===== src/phy_evt_pkg.sv =====
// constants shared by the phy event, counter and strap register block
// assumes a 32-bit apb slave with word-indexed registers
`default_nettype none
package phy_evt_pkg;
   // register indices; byte address is four times the index
   localparam logic [5:0] IDX_EVENT_IRQ = 6'h15;
   localparam logic [5:0] IDX_RX_FAULT = 6'h16;
   localparam logic [5:0] IDX_UNPLUG = 6'h17;
   localparam logic [5:0] IDX_STRAP = 6'h18;
   localparam int ADDR_W = 8;
   localparam int IDX_LSB = 2;

   // event interrupt register fields
   localparam int BIT_IRQ_WAITING = 15;
   localparam int BIT_LINK_SUPPRESS = 12;
   localparam int BIT_DUPLEX_SUPPRESS = 11;
   localparam int BIT_RATE_SUPPRESS = 10;
   localparam int BIT_GLOBAL_SUPPRESS = 8;
   localparam int BIT_DUPLEX_CHANGED = 4;
   localparam int BIT_RATE_CHANGED = 3;
   localparam int BIT_LINK_CHANGED = 2;
   localparam int BIT_IRQ_STATE = 0;
   localparam int MASK_LANE = 1;

   // reset values
   localparam logic SUPPRESS_RESET = 1'b1;
   localparam logic [15:0] STRAP_RESET = 16'hC4E0;
   localparam int RX_FAULT_W = 16;
   localparam int UNPLUG_W = 8;

   // strap pin positions inside the synchronised pin vector
   localparam int PIN_RX_CLK = 10;
   localparam int PIN_RX_ER = 9;
   localparam int SYNC_STAGES = 2;

   // strap capture sequencing after reset release, gray along the path
   typedef enum logic [1:0] {
      ST_SETTLE0 = 2'b00,
      ST_SETTLE1 = 2'b01,
      ST_SAMPLE = 2'b11,
      ST_LATCHED = 2'b10
   } strap_phase_e;
endpackage
`default_nettype wire


===== src/pin_sync.sv =====
// two-flop synchroniser for a vector of pin inputs
// assumes each bit is an independent level from outside the clock domain
`default_nettype none
module pin_sync #(
   parameter int WIDTH = 16
) (
   // clock and reset
   input wire logic core_clk,
   input wire logic rst_n,
   // pins in, synchronised copy out
   input wire logic [WIDTH-1:0] pins_async,
   output logic [WIDTH-1:0] pins_sync
);
   typedef struct packed {
      logic [WIDTH-1:0] meta;
      logic [WIDTH-1:0] stable;
   } sync_s;

   sync_s r, n;

   always_comb begin
      n.meta = pins_async;
      n.stable = r.meta;
   end

   always_ff @(posedge core_clk) begin
      if (!rst_n) begin
         r <= '0;
      end else begin
         r <= n;
      end
   end

   assign pins_sync = r.stable;
endmodule
`default_nettype wire


===== src/phy_event_counter_strap_regs.sv =====
// event interrupt, receive error and unplug tallies, and strap capture registers
// assumes an apb master on core_clk, link status levels from logic on core_clk
// and all strap and receive pins arriving asynchronously
//
// What this block does
// - pending bit 15 mirrors status bit, read-cleared
// - duplex suppress bit, reset one, blocks duplex irq
// - rate suppress bit, reset one, blocks rate irq
// - link suppress bit 12, reset one, blocks link irq
// - global suppress bit blocks every interrupt
// - duplex change flag latches high until read
// - rate change flag latches high until read
// - link change flag latches high until read
// - status bit sets on unmasked flag, read-cleared
// - 16-bit receive error tally, cleared by read
// - 8-bit unplug tally, upper bits zero, read-cleared
// - led style strap captured into bit 15
// - interrupt pin strap captured into bit 14
// - cable state strap captured into bit 13
// - isolate strap from tx clock into bit 12
// - reduced mii strap from col into bit 11
// - 10m serial strap from rx clock, bit 10
// - repeater strap from rx error into bit 9
// - test strap from rx data valid, bit 8
// - three opmode straps from indicators, bits 7-5
// - five address straps from crs, rxd, bits 4-0
`default_nettype none
module phy_event_counter_strap_regs
   import phy_evt_pkg::*;
(
   // clock and reset
   input wire logic core_clk,
   input wire logic rst_n,
   // apb slave
   input wire logic psel,
   input wire logic penable,
   input wire logic pwrite,
   input wire logic [ADDR_W-1:0] paddr,
   input wire logic [31:0] pwdata,
   input wire logic [3:0] pstrb,
   output logic [31:0] prdata,
   output logic pready,
   output logic pslverr,
   // link status levels from the link, speed and duplex logic
   input wire logic link_up,
   input wire logic speed_100,
   input wire logic full_duplex,
   // strap and receive pins
   input wire logic led_style_pin,
   input wire logic irq_pin_sense,
   input wire logic cable_state_pin,
   input wire logic tx_clk_pin,
   input wire logic col_pin,
   input wire logic rx_clk_pin,
   input wire logic rx_er_pin,
   input wire logic rx_dv_pin,
   input wire logic indicator_pin_2,
   input wire logic indicator_pin_1,
   input wire logic indicator_pin_0,
   input wire logic crs_pin,
   input wire logic [3:0] rxd_pin,
   // interrupt pin
   output logic irq_out_n,
   output logic irq_out_oe
);
   typedef struct packed {
      strap_phase_e phase;
      logic [15:0] strap;
      logic link_sup;
      logic dup_sup;
      logic rate_sup;
      logic glob_sup;
      logic dup_chg;
      logic rate_chg;
      logic link_chg;
      logic irq;
      logic [RX_FAULT_W-1:0] rx_cnt;
      logic [UNPLUG_W-1:0] unplug_cnt;
      logic dup_prev;
      logic rate_prev;
      logic link_prev;
      logic rxclk_prev;
      logic [31:0] prdata;
   } state_s;

   state_s r, n;
   logic [15:0] pins_s;
   logic [5:0] idx;
   logic acc;
   logic acc_rd;
   logic acc_wr;
   logic live;
   logic dup_evt;
   logic rate_evt;
   logic link_evt;
   logic unplug_evt;
   logic rx_tick;
   logic clr_event;
   logic clr_rx;
   logic clr_unplug;
   logic irq_cause;
   logic dup_keep;
   logic rate_keep;
   logic link_keep;
   logic rd_covers;

   function automatic logic [5:0] reg_index(logic [ADDR_W-1:0] a);
      return a[IDX_LSB +: 6];
   endfunction

   function automatic logic is_mapped(logic [5:0] i);
      return (i == IDX_EVENT_IRQ) || (i == IDX_RX_FAULT) || (i == IDX_UNPLUG) ||
         (i == IDX_STRAP);
   endfunction

   function automatic logic [31:0] reg_word(logic [5:0] i, state_s s);
      logic [31:0] w;
      w = '0;
      case (i)
         IDX_EVENT_IRQ: begin
            w[BIT_IRQ_WAITING] = s.irq;
            w[BIT_LINK_SUPPRESS] = s.link_sup;
            w[BIT_DUPLEX_SUPPRESS] = s.dup_sup;
            w[BIT_RATE_SUPPRESS] = s.rate_sup;
            w[BIT_GLOBAL_SUPPRESS] = s.glob_sup;
            w[BIT_DUPLEX_CHANGED] = s.dup_chg;
            w[BIT_RATE_CHANGED] = s.rate_chg;
            w[BIT_LINK_CHANGED] = s.link_chg;
            w[BIT_IRQ_STATE] = s.irq;
         end
         IDX_RX_FAULT: w[RX_FAULT_W-1:0] = s.rx_cnt;
         IDX_UNPLUG: w[UNPLUG_W-1:0] = s.unplug_cnt;
         IDX_STRAP: w[15:0] = s.strap;
         default: w = '0;
      endcase
      return w;
   endfunction

   // pins in strap register bit order; rx clock and rx error reuse this path
   pin_sync #(
      .WIDTH(16)
   ) u_pin_sync (
      .core_clk(core_clk),
      .rst_n(rst_n),
      .pins_async({led_style_pin, irq_pin_sense, cable_state_pin, tx_clk_pin, col_pin,
         rx_clk_pin, rx_er_pin, rx_dv_pin, indicator_pin_2, indicator_pin_1,
         indicator_pin_0, crs_pin, rxd_pin}),
      .pins_sync(pins_s)
   );

   always_comb begin
      idx = reg_index(paddr);
      acc = psel && penable;
      acc_rd = acc && !pwrite;
      acc_wr = acc && pwrite;
      // change detection only once the previous levels are meaningful
      live = (r.phase == ST_LATCHED);
      dup_evt = live && (full_duplex != r.dup_prev);
      rate_evt = live && (speed_100 != r.rate_prev);
      link_evt = live && (link_up != r.link_prev);
      unplug_evt = live && r.link_prev && !link_up;
      rx_tick = live && pins_s[PIN_RX_CLK] && !r.rxclk_prev && pins_s[PIN_RX_ER];
      clr_event = acc_rd && (idx == IDX_EVENT_IRQ);
      clr_rx = acc_rd && (idx == IDX_RX_FAULT);
      clr_unplug = acc_rd && (idx == IDX_UNPLUG);
      // flags that survive this cycle's read; status is raised from these only
      dup_keep = r.dup_chg && !(clr_event && r.prdata[BIT_DUPLEX_CHANGED]);
      rate_keep = r.rate_chg && !(clr_event && r.prdata[BIT_RATE_CHANGED]);
      link_keep = r.link_chg && !(clr_event && r.prdata[BIT_LINK_CHANGED]);
      rd_covers = (r.prdata[BIT_DUPLEX_CHANGED] == r.dup_chg) &&
         (r.prdata[BIT_RATE_CHANGED] == r.rate_chg) &&
         (r.prdata[BIT_LINK_CHANGED] == r.link_chg) && (r.prdata[BIT_IRQ_STATE] == r.irq);
      irq_cause = !r.glob_sup && ((dup_keep && !r.dup_sup) ||
         (rate_keep && !r.rate_sup) || (link_keep && !r.link_sup));
   end

   always_comb begin
      n = r;
      n.dup_prev = full_duplex;
      n.rate_prev = speed_100;
      n.link_prev = link_up;
      n.rxclk_prev = pins_s[PIN_RX_CLK];

      // straps are taken once the synchroniser carries post-reset pin levels
      case (r.phase)
         ST_SETTLE0: n.phase = ST_SETTLE1;
         ST_SETTLE1: n.phase = ST_SAMPLE;
         ST_SAMPLE: begin
            n.strap = pins_s;
            n.phase = ST_LATCHED;
         end
         ST_LATCHED: n.phase = ST_LATCHED;
         default: n.phase = ST_SETTLE0;
      endcase

      // read data is captured in the setup phase and held through access
      if (psel && !penable) begin
         n.prdata = reg_word(idx, r);
      end

      if (acc_wr && (idx == IDX_EVENT_IRQ) && pstrb[MASK_LANE]) begin
         n.link_sup = pwdata[BIT_LINK_SUPPRESS];
         n.dup_sup = pwdata[BIT_DUPLEX_SUPPRESS];
         n.rate_sup = pwdata[BIT_RATE_SUPPRESS];
         n.glob_sup = pwdata[BIT_GLOBAL_SUPPRESS];
      end

      // a read clears only what it reported; a new event in the same cycle wins
      if (clr_event) begin
         n.dup_chg = dup_keep;
         n.rate_chg = rate_keep;
         n.link_chg = link_keep;
         n.irq = r.irq && !r.prdata[BIT_IRQ_STATE];
      end
      if (dup_evt) begin
         n.dup_chg = 1'b1;
      end
      if (rate_evt) begin
         n.rate_chg = 1'b1;
      end
      if (link_evt) begin
         n.link_chg = 1'b1;
      end
      if (irq_cause) begin
         n.irq = 1'b1;
      end

      // counters wrap; a read subtracts the value it returned
      n.rx_cnt = r.rx_cnt - (clr_rx ? r.prdata[RX_FAULT_W-1:0] : '0) +
         RX_FAULT_W'(rx_tick);
      n.unplug_cnt = r.unplug_cnt - (clr_unplug ? r.prdata[UNPLUG_W-1:0] : '0) +
         UNPLUG_W'(unplug_evt);
   end

   always_ff @(posedge core_clk) begin
      if (!rst_n) begin
         r <= '0;
         r.phase <= ST_SETTLE0;
         r.strap <= STRAP_RESET;
         r.link_sup <= SUPPRESS_RESET;
         r.dup_sup <= SUPPRESS_RESET;
         r.rate_sup <= SUPPRESS_RESET;
         r.glob_sup <= SUPPRESS_RESET;
      end else begin
         r <= n;
      end
   end

   assign prdata = r.prdata;
   assign pready = 1'b1;
   assign pslverr = acc && !is_mapped(idx);
   // pin stays released until its strap level has been taken
   assign irq_out_oe = (r.phase == ST_LATCHED);
   assign irq_out_n = !r.irq;
endmodule
`default_nettype wire


===== config.mk =====
export PLATFORM = sky130hd
export DESIGN_NAME = phy_event_counter_strap_regs
export DESIGN_NICKNAME = d
export VERILOG_FILES = /design/src/phy_evt_pkg.sv /design/src/pin_sync.sv /design/src/phy_event_counter_strap_regs.sv
export SDC_FILE = /design/constraint.sdc
export NUM_CORES = 1
export LEC_CHECK = 0
export BUFFER_PORTS_ARGS = -buffer_cell sky130_fd_sc_hd__buf_2
export CORE_MARGIN = 2
export CORE_UTILIZATION = 45
export CTS_BUF_LIST = sky130_fd_sc_hd__clkbuf_4 sky130_fd_sc_hd__clkbuf_8 sky130_fd_sc_hd__clkbuf_16
export DETAILED_ROUTE_END_ITERATION = 7
export PLACE_DENSITY = 0.73
export SKIP_CTS_REPAIR_TIMING = 1
export SLEW_MARGIN = 15
export SYNTH_ARGS = -nofsm -noshare
export SYNTH_HDL_FRONTEND = slang
export SYNTH_SLANG_ARGS = --single-unit
export TNS_END_PERCENT = 20

===== constraint.sdc =====
create_clock -name core_clk -period 4.2 [get_ports core_clk]
set_input_delay 0.42 -clock core_clk [delete_from_list [all_inputs] [get_ports core_clk]]
set_output_delay 0.42 -clock core_clk [all_outputs]
set_load 0.01 [all_outputs]

After elaboration in Yosys (flattened, before gate mapping)
Index checks and enable logic that the tools add are counted.

word-level totals
  register bits after elaboration = 102
  word-level logic and storage cells = 104
  output and inout bits = 36
  bits of input ports = 68

cells by class
  reductions and logical operators = 54
  mux-type cells = 17
  add/sub/neg operators = 4
  eq/ne operators = 10

operators with widths
  cell                                            count
  logical AND 1 bit                               29
  == test 6 x 5 -> 1 bit (second input constant)  4
  one-hot mux 3 bit (3 select lines)              2
  adder 16 x 1 -> 16 bit                          1
  2-to-1 mux 16 bit                               1
  subtractor 16 bit                               1
  zero test 1 bit                                 14
  one-hot mux 3 bit (4 select lines)              1
  one-hot mux 1 bit (3 select lines)              3
  adder 8 x 1 -> 8 bit                            1
  2-to-1 mux 8 bit                                1
  nonzero test 2 bit                              4
  subtractor 8 bit                                1
  one-hot mux 2 bit (3 select lines)              1
  logical OR 1 bit                                5
  == test 2 bit (second input constant)           2
  2-to-1 mux 1 bit                                4
  2-to-1 mux 4 bit                                1
  one-hot mux 1 bit (4 select lines)              1
  one-hot mux 2 bit (2 select lines)              1
  != test 1 bit                                   3
  == test 2 x 1 -> 1 bit (second input constant)  1
  zero test 2 bit                                 1
  one-hot mux 1 bit (2 select lines)              1
  OR reduction 2 bit                              1

Longest topological paths before layout
Gate-level depths: netlist (run 1).

  word-level depth = 11
  mapped depth = 15

By module
From an unflattened synthesis (run 1), not the netlist that was laid out.

second synthesis, totals
  cell total of the unflattened synthesis = 579
  area total of the unflattened synthesis = 5,245.0 sq um

by module, submodules not included
  module                        instances  area an instance (sq um)  cells an instance  sequential area each (sq um)
  phy_event_counter_strap_regs  1          4,349.2                   512                1,401.3
  pin_sync                      1          895.9                     67                 640.6

Worst setup path before layout (run 1)
No wires, ideal clock.

  path kind = input -> register
  start = input paddr[7]
  end = register r[59] (netlist bit)
  required time = 4.079 ns
  library setup time = 0.121 ns
  data arrival time = 3.465 ns
  path slack = 0.614 ns
  cell stages on the path = 15
  cell sequence = nand4bb_4 > or2_1 > buf_6 > nor3_1 > buf_2 > nand2_1 > ha_1 > ha_1 > clkbuf_1 > a211oi_1 > nor2_1 > o31a_1 > a211oi_1 > o21ai_1 > mux2i_1

on the way
  word-level cells in the longest chain between the ends = 5

ends and longest elaborated chain
  item                    RTL line                             RTL
  from (decl)             phy_event_counter_strap_regs.sv:38   input wire logic [ADDR_W-1:0] paddr,
  == test 6 x 5 -> 1 bit  phy_event_counter_strap_regs.sv:164  clr_rx = acc_rd && (idx == IDX_RX_FAULT);
  logical AND 1 bit       phy_event_counter_strap_regs.sv:164
  2-to-1 mux 16 bit       phy_event_counter_strap_regs.sv:229  n.rx_cnt = r.rx_cnt - (clr_rx ? r.prdata[RX_FAULT_W-1:0] : '0) +
  subtractor 16 bit       phy_event_counter_strap_regs.sv:229
  adder 16 x 1 -> 16 bit  phy_event_counter_strap_regs.sv:229
  to (signal assigned)    phy_event_counter_strap_regs.sv:245  r <= n;
  to (decl)               phy_event_counter_strap_regs.sv:86   state_s r, n;

Every way passes these cells.
A chain may end at the register's enable or synchronous reset.

Final worst setup path (run 1)
  start = input paddr[7]
  end = register r[56] (netlist bit)

The elaborated chain is that of the path after synthesis.

==> results of run 1 <==
-- layout by cell type, fill, tap and decap left out, types with 2 or more instances in the layout --
master | synthesis | layout
nand2b_1 | 3 | 3
inv_8 | 0 | 2
nand3_1 | 6 | 6
inv_1 | 10 | 10
nand2_1 | 81 | 81
nand3b_1 | 5 | 5
nor2b_1 | 3 | 3
conb_1 | 2 | 17
nor2_1 | 42 | 42
buf_4 | 35 | 10
o21a_1 | 4 | 4
a21o_1 | 8 | 8
a21oi_1 | 24 | 24
buf_2 | 2 | 53
a31oi_1 | 3 | 3
o21ai_0 | 15 | 15
a211oi_1 | 8 | 8
a22oi_1 | 3 | 3
xnor2_1 | 12 | 12
clkinvlp_4 | 0 | 2
fa_1 | 2 | 2
clkbuf_16 | 0 | 9
and2_1 | 49 | 49
o41ai_1 | 2 | 2
xor2_1 | 13 | 13
dfxtp_1 | 102 | 102
a222oi_1 | 8 | 8
nand4_1 | 2 | 2
a32o_1 | 3 | 3
a221oi_1 | 4 | 4
ha_1 | 44 | 44
mux2i_1 | 10 | 10
nor3_1 | 12 | 12
o21bai_1 | 2 | 2
-- power by group through the flow --
stage,Sequential (mW),Combinational [mW],Clock (mW)
after floorplan,1.10,0.710,0
after global placement,1.12,0.837,0
after detailed placement,1.12,0.862,0
after CTS,1.10,0.872,0.807
after global routing,1.11,0.981,0.848
final,1.11,0.878,0.790
-- state kept, by name, summed over array words and instances, names as in the netlist --
signal,count
r,54
prdata,16
u_pin_sync.n,16
u_pin_sync.pins_sync,16
-- worst max-delay path by stage --
stage	from	endpoint	slack (ps)	depth (start not counted)
final	paddr[7]	r[56]	720	16
after global routing	paddr[7]	r[56]	540	16
after CTS	paddr[7]	r[56]	770	16
after detailed placement	paddr[7]	r[56]	420	16
after global placement	paddr[7]	r[56]	460	16
after floorplan	paddr[7]	r[59]	610	15
-- layout make-up --
cell class / count / area, sq um
repair buffers: 63 / 340
flip-flops and latches: 102 / 2040
well taps: 140 / 175
clock buffers: 9 / 225
fillers: 1035 / 5340
inverters: 11 / 41.3
clock inverters: 6 / 55.1
multi-input cells: 406 / 2720
-- through the flow --
step | std cells | hold slack [ps] | cell area (sq um) | power (mW) | util [%]
after floorplan | 578 | 412 | 5160 | 1.81 | -
after global placement | 722 | 417 | 5320 | 1.96 | 48.6
after detailed placement | 722 | 417 | 5320 | 1.99 | 48.6
after CTS | 737 | 269 | 5600 | 2.78 | 51.2
after global routing | 737 | 266 | 5600 | 2.94 | 51.2
final | 737 | 277 | 5600 | 2.77 | 51.2
-- synth_stat cells, drive strengths merged, types with 2 or more instances --
cell and number:
nor2 43, fa 2, o21ai 16, ha 44, a22oi 3, xor2 13, a222oi 8, a211oi 8
a32o 3, mux2i 10, a2111oi 2, o21bai 2, nand4 2, xnor2 12, a21o 8, inv 11
clkbuf 21, a31oi 3, dfxtp 102, a221oi 4, nor2b 3, nand2b 3, nor3 13, nor4 2
conb 2, nand2 81, o21a 4, nand3b 5, a21oi 24, and2 49, o41ai 2, buf 38
or2 3, nand3 6
-- metal layers --
layer | vias up | global-route usage, % | wire length [um]
met2 | 138 | 31.3 | 5350
li1 | 1932 | - | -
met1 | 1833 | 22.8 | 4910
met4 | 0 | 7.08 | 172
met3 | 17 | 4.50 | 762
met5 | - | 0 | 0
-- cells by family (layout without fill, tap and decap cells) --
kind of cell    count (synthesis)  count (layout)
fa+ha+maj                      46              46
compound gates                 93              93
simple gates                  215             215
buf+inv                        70              89
flops                         102             102
mux                            10              10
xor+xnor                       25              25
other cells                     2              17
-- worst reg2reg max path, cell delays in order (launching register included) --
cell,delay [ps]
dfxtp_1,380
nor2b_1,240
nand4b_1,170
ha_1,310
inv_1,40
ha_1,200
fa_1,430
a21oi_1,220
o21ai_0,150
a31o_2,300
o41ai_1,400
xor2_1,190
nor2_1,60
==> out/metrics.csv, run 1 <==
stage,metric,value,unit
status,status,finished clean,
routing,DRT iter0 DRCs,232,
cts,Root Buffer,clkbuf_16,
timing,"Slew Viols, Final",0,
power_and_ir_drop,Static Leakage,2.38,nW
routing,post-route ant nets,0,
global_routing,vias in the first global route,3860,
synth,synth warn,0,
synth,sequential fraction of the synthesis area,40.0,%
global_routing,first-pass GRT wire length,18.3,mm
global_routing,GR Overflow Total,0,
global_routing,largest net degree at the start of global routing,60,
worst_setup_path,CP required,4430,ps
cells_and_area,Final nets,707,
synth,Most used DFF post-synth,dfxtp_1,
routing,drt wl/cell,15.2,um
hold_path,Worst Min Path Start,tx_clk_pin,
timing,"Hold Vio Cnt, Final",0,
worst_setup_path,Critical R2R Launch,r[85],
power_and_ir_drop,P_sw,0.907,mW
cts,CTS tree,yes,
timing,worst slew pin tran,1050,ps
synth,Yosys top cell area share,40.0,%
cts,htree depth,3,
synth,Cell variety after synth,55,
power_and_ir_drop,Internal,1.87,mW
worst_setup_path,crit path DAT,3710,ps
synth,cell count after synthesis,563,
routing,DRC Markers,0,
worst_setup_path,CP Cell Sequence,"buf_2, nand4bb_4, or2_1, nor3_1, buf_4, and2_1, ha_1, inv_1, ha_1, fa_1, a21oi_1, o21ai_0, a31o_2, o41ai_1, xor2_1, nor2_1",
worst_setup_path,Crit Path Class,primary input to flop,
routing,Pre-antenna DRT Iters,6,
routing,via/cell ratio,5.32,
worst_setup_path,Worst path max stage delay,430,ps
timing,RSZ-0062 raised after global routing,no,
power_and_ir_drop,power density cells,495,nW/um^2
timing,post-layout min period,3480,ps
place,I/O Buffers,53,
hold_path,hold crit path type,primary input to flop,
global_routing,all-layer global routing usage,18.5,%
cts,Skew-Pair Late Insertion Delay,350,ps
worst_setup_path,CP max stage cell,fa_1,
cts,CTS sink count,102,
worst_setup_path,Most common cell on crit path,ha_1,
timing,Slew Limit Headroom,30.1,%
die,Die X-Extent,111,um
place,DPL Wire Length,8.34,mm
worst_setup_path,worst reg2reg path endpoint,r[56],
worst_setup_path,R2R cell count,12,
timing,final worst slack,722,ps
timing,Setup Skew,7.76,ps
worst_setup_path,CP Launch Type,primary input,
worst_setup_path,crit end category,flop,
timing,setup violators final,0,
worst_setup_path,worst-path maximum fanout,5,
synth,top post-synthesis cells by area,"dfxtp_1 (40%), ha_1 (11%), and2_1 (6.0%)",
synth,Synth Area in Simple Gates,21.3,%
die,placement row count,38,
timing,final setup TNS,0,ps
die,Die Ht,111,um
power_and_ir_drop,Peak VDD IR,0.251,mV
routing,Post-Route WL,11.2,mm
synth,Post-Synth Adder-Cell Area,11.6,%
hold_path,hold depth,2,
power_and_ir_drop,Logic pwr share,31.6,%
synth,Yosys reg bits,102,
synth,Post-synth EDFFs,0,
power_and_ir_drop,Flop pwr share,39.9,%
routing,DR vias,3920,
hold_path,sink of the worst hold path,u_pin_sync.n[12],
timing,period utilization,82.8,%
synth,Compound-Gate Fraction of Synth Area,12.8,%
synth,Synth async-reset ratio,0,%
place,dpl ws,423,ps
cells_and_area,antenna cell count,0,
synth,post-synthesis xor/xnor area fraction,4.29,%
power_and_ir_drop,clock share of power,28.5,%
die,die area,12200,sq um
flow_run,MaxCap Viol Count,0,
worst_setup_path,top cell family by delay on the critical path,compound AO/OA/AOI/OAI gates,
synth,syn_area_per_cell,9.07,sq um
place,Final GP Congestion,0.907,
cts,clock tree buffer depth,2,
synth,mux cell area share after synthesis,1.96,%
cts,clk slew on worst S/H paths,70,ps
cts,TritonCTS buffer count,9,
synth,dominant cell type by area after synthesis,dfxtp_1,
die,Core Region,10900,sq um
cells_and_area,layout cells sized above 1,14.7,%
die,starting density of the core,46.7,%
die,Top Ports,104,
synth,Synth Cell Area,5110,sq um
worst_setup_path,Buf/Inv on CP,3,
power_and_ir_drop,Switching Fraction,32.7,%
worst_setup_path,register-to-register setup slack,1020,ps
synth,largest family of logic cells by synthesized area,simple AND/OR/NAND/NOR gates,
cells_and_area,Layout area overhead,9.58,%
global_routing,initial antenna violation count,0,
timing,Max Fclk,287,MHz
Note: power is estimated with default switching activity, not from simulation.
==> inputs of run 2 (changes only) <==
==> constraint.sdc (replaced) <==
create_clock -name core_clk -period 3.6 [get_ports core_clk]
set_input_delay 0.36 -clock core_clk [delete_from_list [all_inputs] [get_ports core_clk]]
set_output_delay 0.36 -clock core_clk [all_outputs]
set_load 0.01 [all_outputs]
==> run 2 against run 1 <==
Highest routed layer unchanged. Largest power group unchanged. Non-clock buffer count is 16 higher. Combinational power grew 24%. Utilization is 1.5 points higher.
==> out/metrics.csv, run 2 (synthesis results as in run 1) <==
stage,metric,value,unit,change
timing,RSZ-0062 raised after global routing,no,,
hold_path,hold crit path type,primary input to flop,,
worst_setup_path,CP Cell Sequence,"buf_2, nand4bb_4, or2_1, nor3_1, buf_4, and2_1, ha_1, inv_1, ha_1, fa_1, a21oi_1, o21ai_0, a31o_2, o41ai_1, xor2_1, nor2_1",,
cts,CTS sink count,102,,unchanged
timing,Setup Skew,8.86,ps,+1.10 ps
power_and_ir_drop,power density cells,590,nW/um^2,+19%
timing,Max Fclk,299,MHz,
worst_setup_path,worst-path maximum fanout,6,,+1
cells_and_area,"commonest non-fill, non-tap cells in the layout","dfxtp_1 (102), nand2_1 (81), buf_2 (53), and2_1 (49), ha_1 (44)",,
cells_and_area,"Most flops, register",r,,
timing,"Slew Viols, Final",0,,unchanged
place,I/O Buffers,53,,unchanged
worst_setup_path,Most common cell on crit path,ha_1,,
worst_setup_path,Worst path max stage delay,400,ps,-30 ps
place,Final GP Congestion,0.919,,+1.3%
timing,post-layout min period,3350,ps,
power_and_ir_drop,Peak VDD IR,0.366,mV,+46%
cells_and_area,Final nets,723,,+2.3%
routing,DRC Markers,0,,unchanged
routing,top layer in use,met4,,
routing,wl on met1,4.89,mm,-0.37%
timing,period utilization,93.0,%,
worst_setup_path,CP Launch Type,primary input,,
routing,met3 WL,989,um,+30%
routing,DRT iter0 DRCs,268,,+16%
cts,TritonCTS buffer count,9,,unchanged
cts,CTS tree,yes,,
die,Core Region,10900,sq um,unchanged
routing,via/cell ratio,5.31,,-0.11%
global_routing,all-layer global routing usage,18.8,%,+0.32 points
global_routing,GR Overflow Total,0,,unchanged
status,status,finished clean,,
die,starting density of the core,46.7,%,unchanged
die,Top Ports,104,,unchanged
cells_and_area,layout cells sized above 1,17.3,%,+2.5 points
worst_setup_path,Crit Path Class,primary input to flop,,
cts,Root Buffer,clkbuf_16,,
cts,clk slew on worst S/H paths,80,ps,about the same
hold_path,hold depth,2,,unchanged
die,die area,12200,sq um,unchanged
timing,Slew Limit Headroom,40.3,%,+10 points
worst_setup_path,R2R cell count,12,,unchanged
worst_setup_path,CP required,3830,ps,-600 ps
cells_and_area,fin util,52.7,%,+1.5 points
place,Placed Cells,738,,+2.2%
global_routing,vias in the first global route,3892,,+0.83%
cells_and_area,max reg flops,54,,unchanged
routing,drt wl/cell,15.2,um,about the same
place,DPL Wire Length,8.44,mm,+1.2%
flow_run,MaxCap Viol Count,0,,unchanged
global_routing,first-pass GRT wire length,18.8,mm,+2.6%
global_routing,largest net degree at the start of global routing,64,,+6.7%
worst_setup_path,crit path DAT,3580,ps,-130 ps
timing,"Hold Vio Cnt, Final",0,,unchanged
cells_and_area,post-route insts no fill,754,,+2.3%
worst_setup_path,CP max stage cell,fa_1,,
global_routing,initial antenna violation count,0,,unchanged
cts,htree depth,3,,unchanged
routing,post-route ant nets,0,,unchanged
power_and_ir_drop,Static Leakage,2.48,nW,+4.3%
routing,Post-Route WL,11.5,mm,+2.4%
die,Die Ht,111,um,unchanged
cts,clock tree buffer depth,2,,unchanged
timing,worst slew pin tran,887,ps,-160 ps
routing,DR vias,4006,,+2.2%
die,Die X-Extent,111,um,unchanged
timing,setup violators final,0,,unchanged
cells_and_area,Layout area overhead,12.7,%,
cells_and_area,"commonest non-fill, non-tap cell in the layout",dfxtp_1,,
cells_and_area,antenna cell count,0,,unchanged
routing,met2 wire len,5.38,mm,+0.49%
routing,Pre-antenna DRT Iters,5,,-1
cells_and_area,number of fill cells,1010,,-2.4%
cts,Skew-Pair Late Insertion Delay,340,ps,about the same
die,placement row count,38,,unchanged
worst_setup_path,crit end category,flop,,
-- run 2: changes by cell type in the layout (fill, tap and decap cells not counted), sizes merged --
cell and delta:
clkinv +1, bufinv +1, clkinvlp -2, inv +1, buf +16
-- run 2: final cells by class --
type,count,area (sq um),share of cell area (%)
tap,140,175,3.04
clock inverter,7,88.8,1.54
sequential,102,2040,35.5
multi-input combinational,406,2730,47.3
clock buffer,9,225,3.91
inverter,11,41.3,0.717
timing repair buffer,79,460,8.00
-- run 2: final timing paths --
check	slack, ps	from	end
worst max-delay path	250	paddr[7]	r[56]
worst min-delay path	220	led_style_pin	u_pin_sync.n[15]
worst max register to register	510	r[85]	r[56]
worst min register to register	420	u_pin_sync.n[14]	u_pin_sync.pins_sync[14]
-- run 2: critical path: cells and delay by family --
family	cells	cell delay [ps]
simple gates	5	900
fa+ha+maj	3	730
xor+xnor	1	180
buf+inv	3	340
compound gates	4	1070
-- run 2: metal layers --
metal / track usage [%] / vias to the layer above
met2: 30.2 / 160
met4: 7.00 / 0
met5: 0 / -
met3: 5.76 / 23
li1: - / 1967
met1: 23.8 / 1856
-- run 2: power breakdown --
part | internal, mW | total, mW | leakage, nW | switching [mW]
Combinational | 0.526 | 1.09 | 1.48 | 0.565
Clock | 0.557 | 1.02 | 0.155 | 0.459
Sequential | 1.23 | 1.29 | 0.836 | 0.0635
Total | 2.31 | 3.40 | 2.48 | 1.09
-- run 2: through the flow --
step | power, mW | cell area (sq um) | TNS, ps | hold WS [ps] | worst slack, ps
after floorplan | 2.12 | 5160 | 0 | 412 | 73.6
after global placement | 2.35 | 5440 | -11.3 | 414 | -11.3
after detailed placement | 2.38 | 5440 | -113 | 417 | -81.1
after CTS | 3.40 | 5750 | 0 | 208 | 228
after global routing | 3.61 | 5760 | 0 | 210 | 18.9
final | 3.40 | 5760 | 0 | 218 | 253
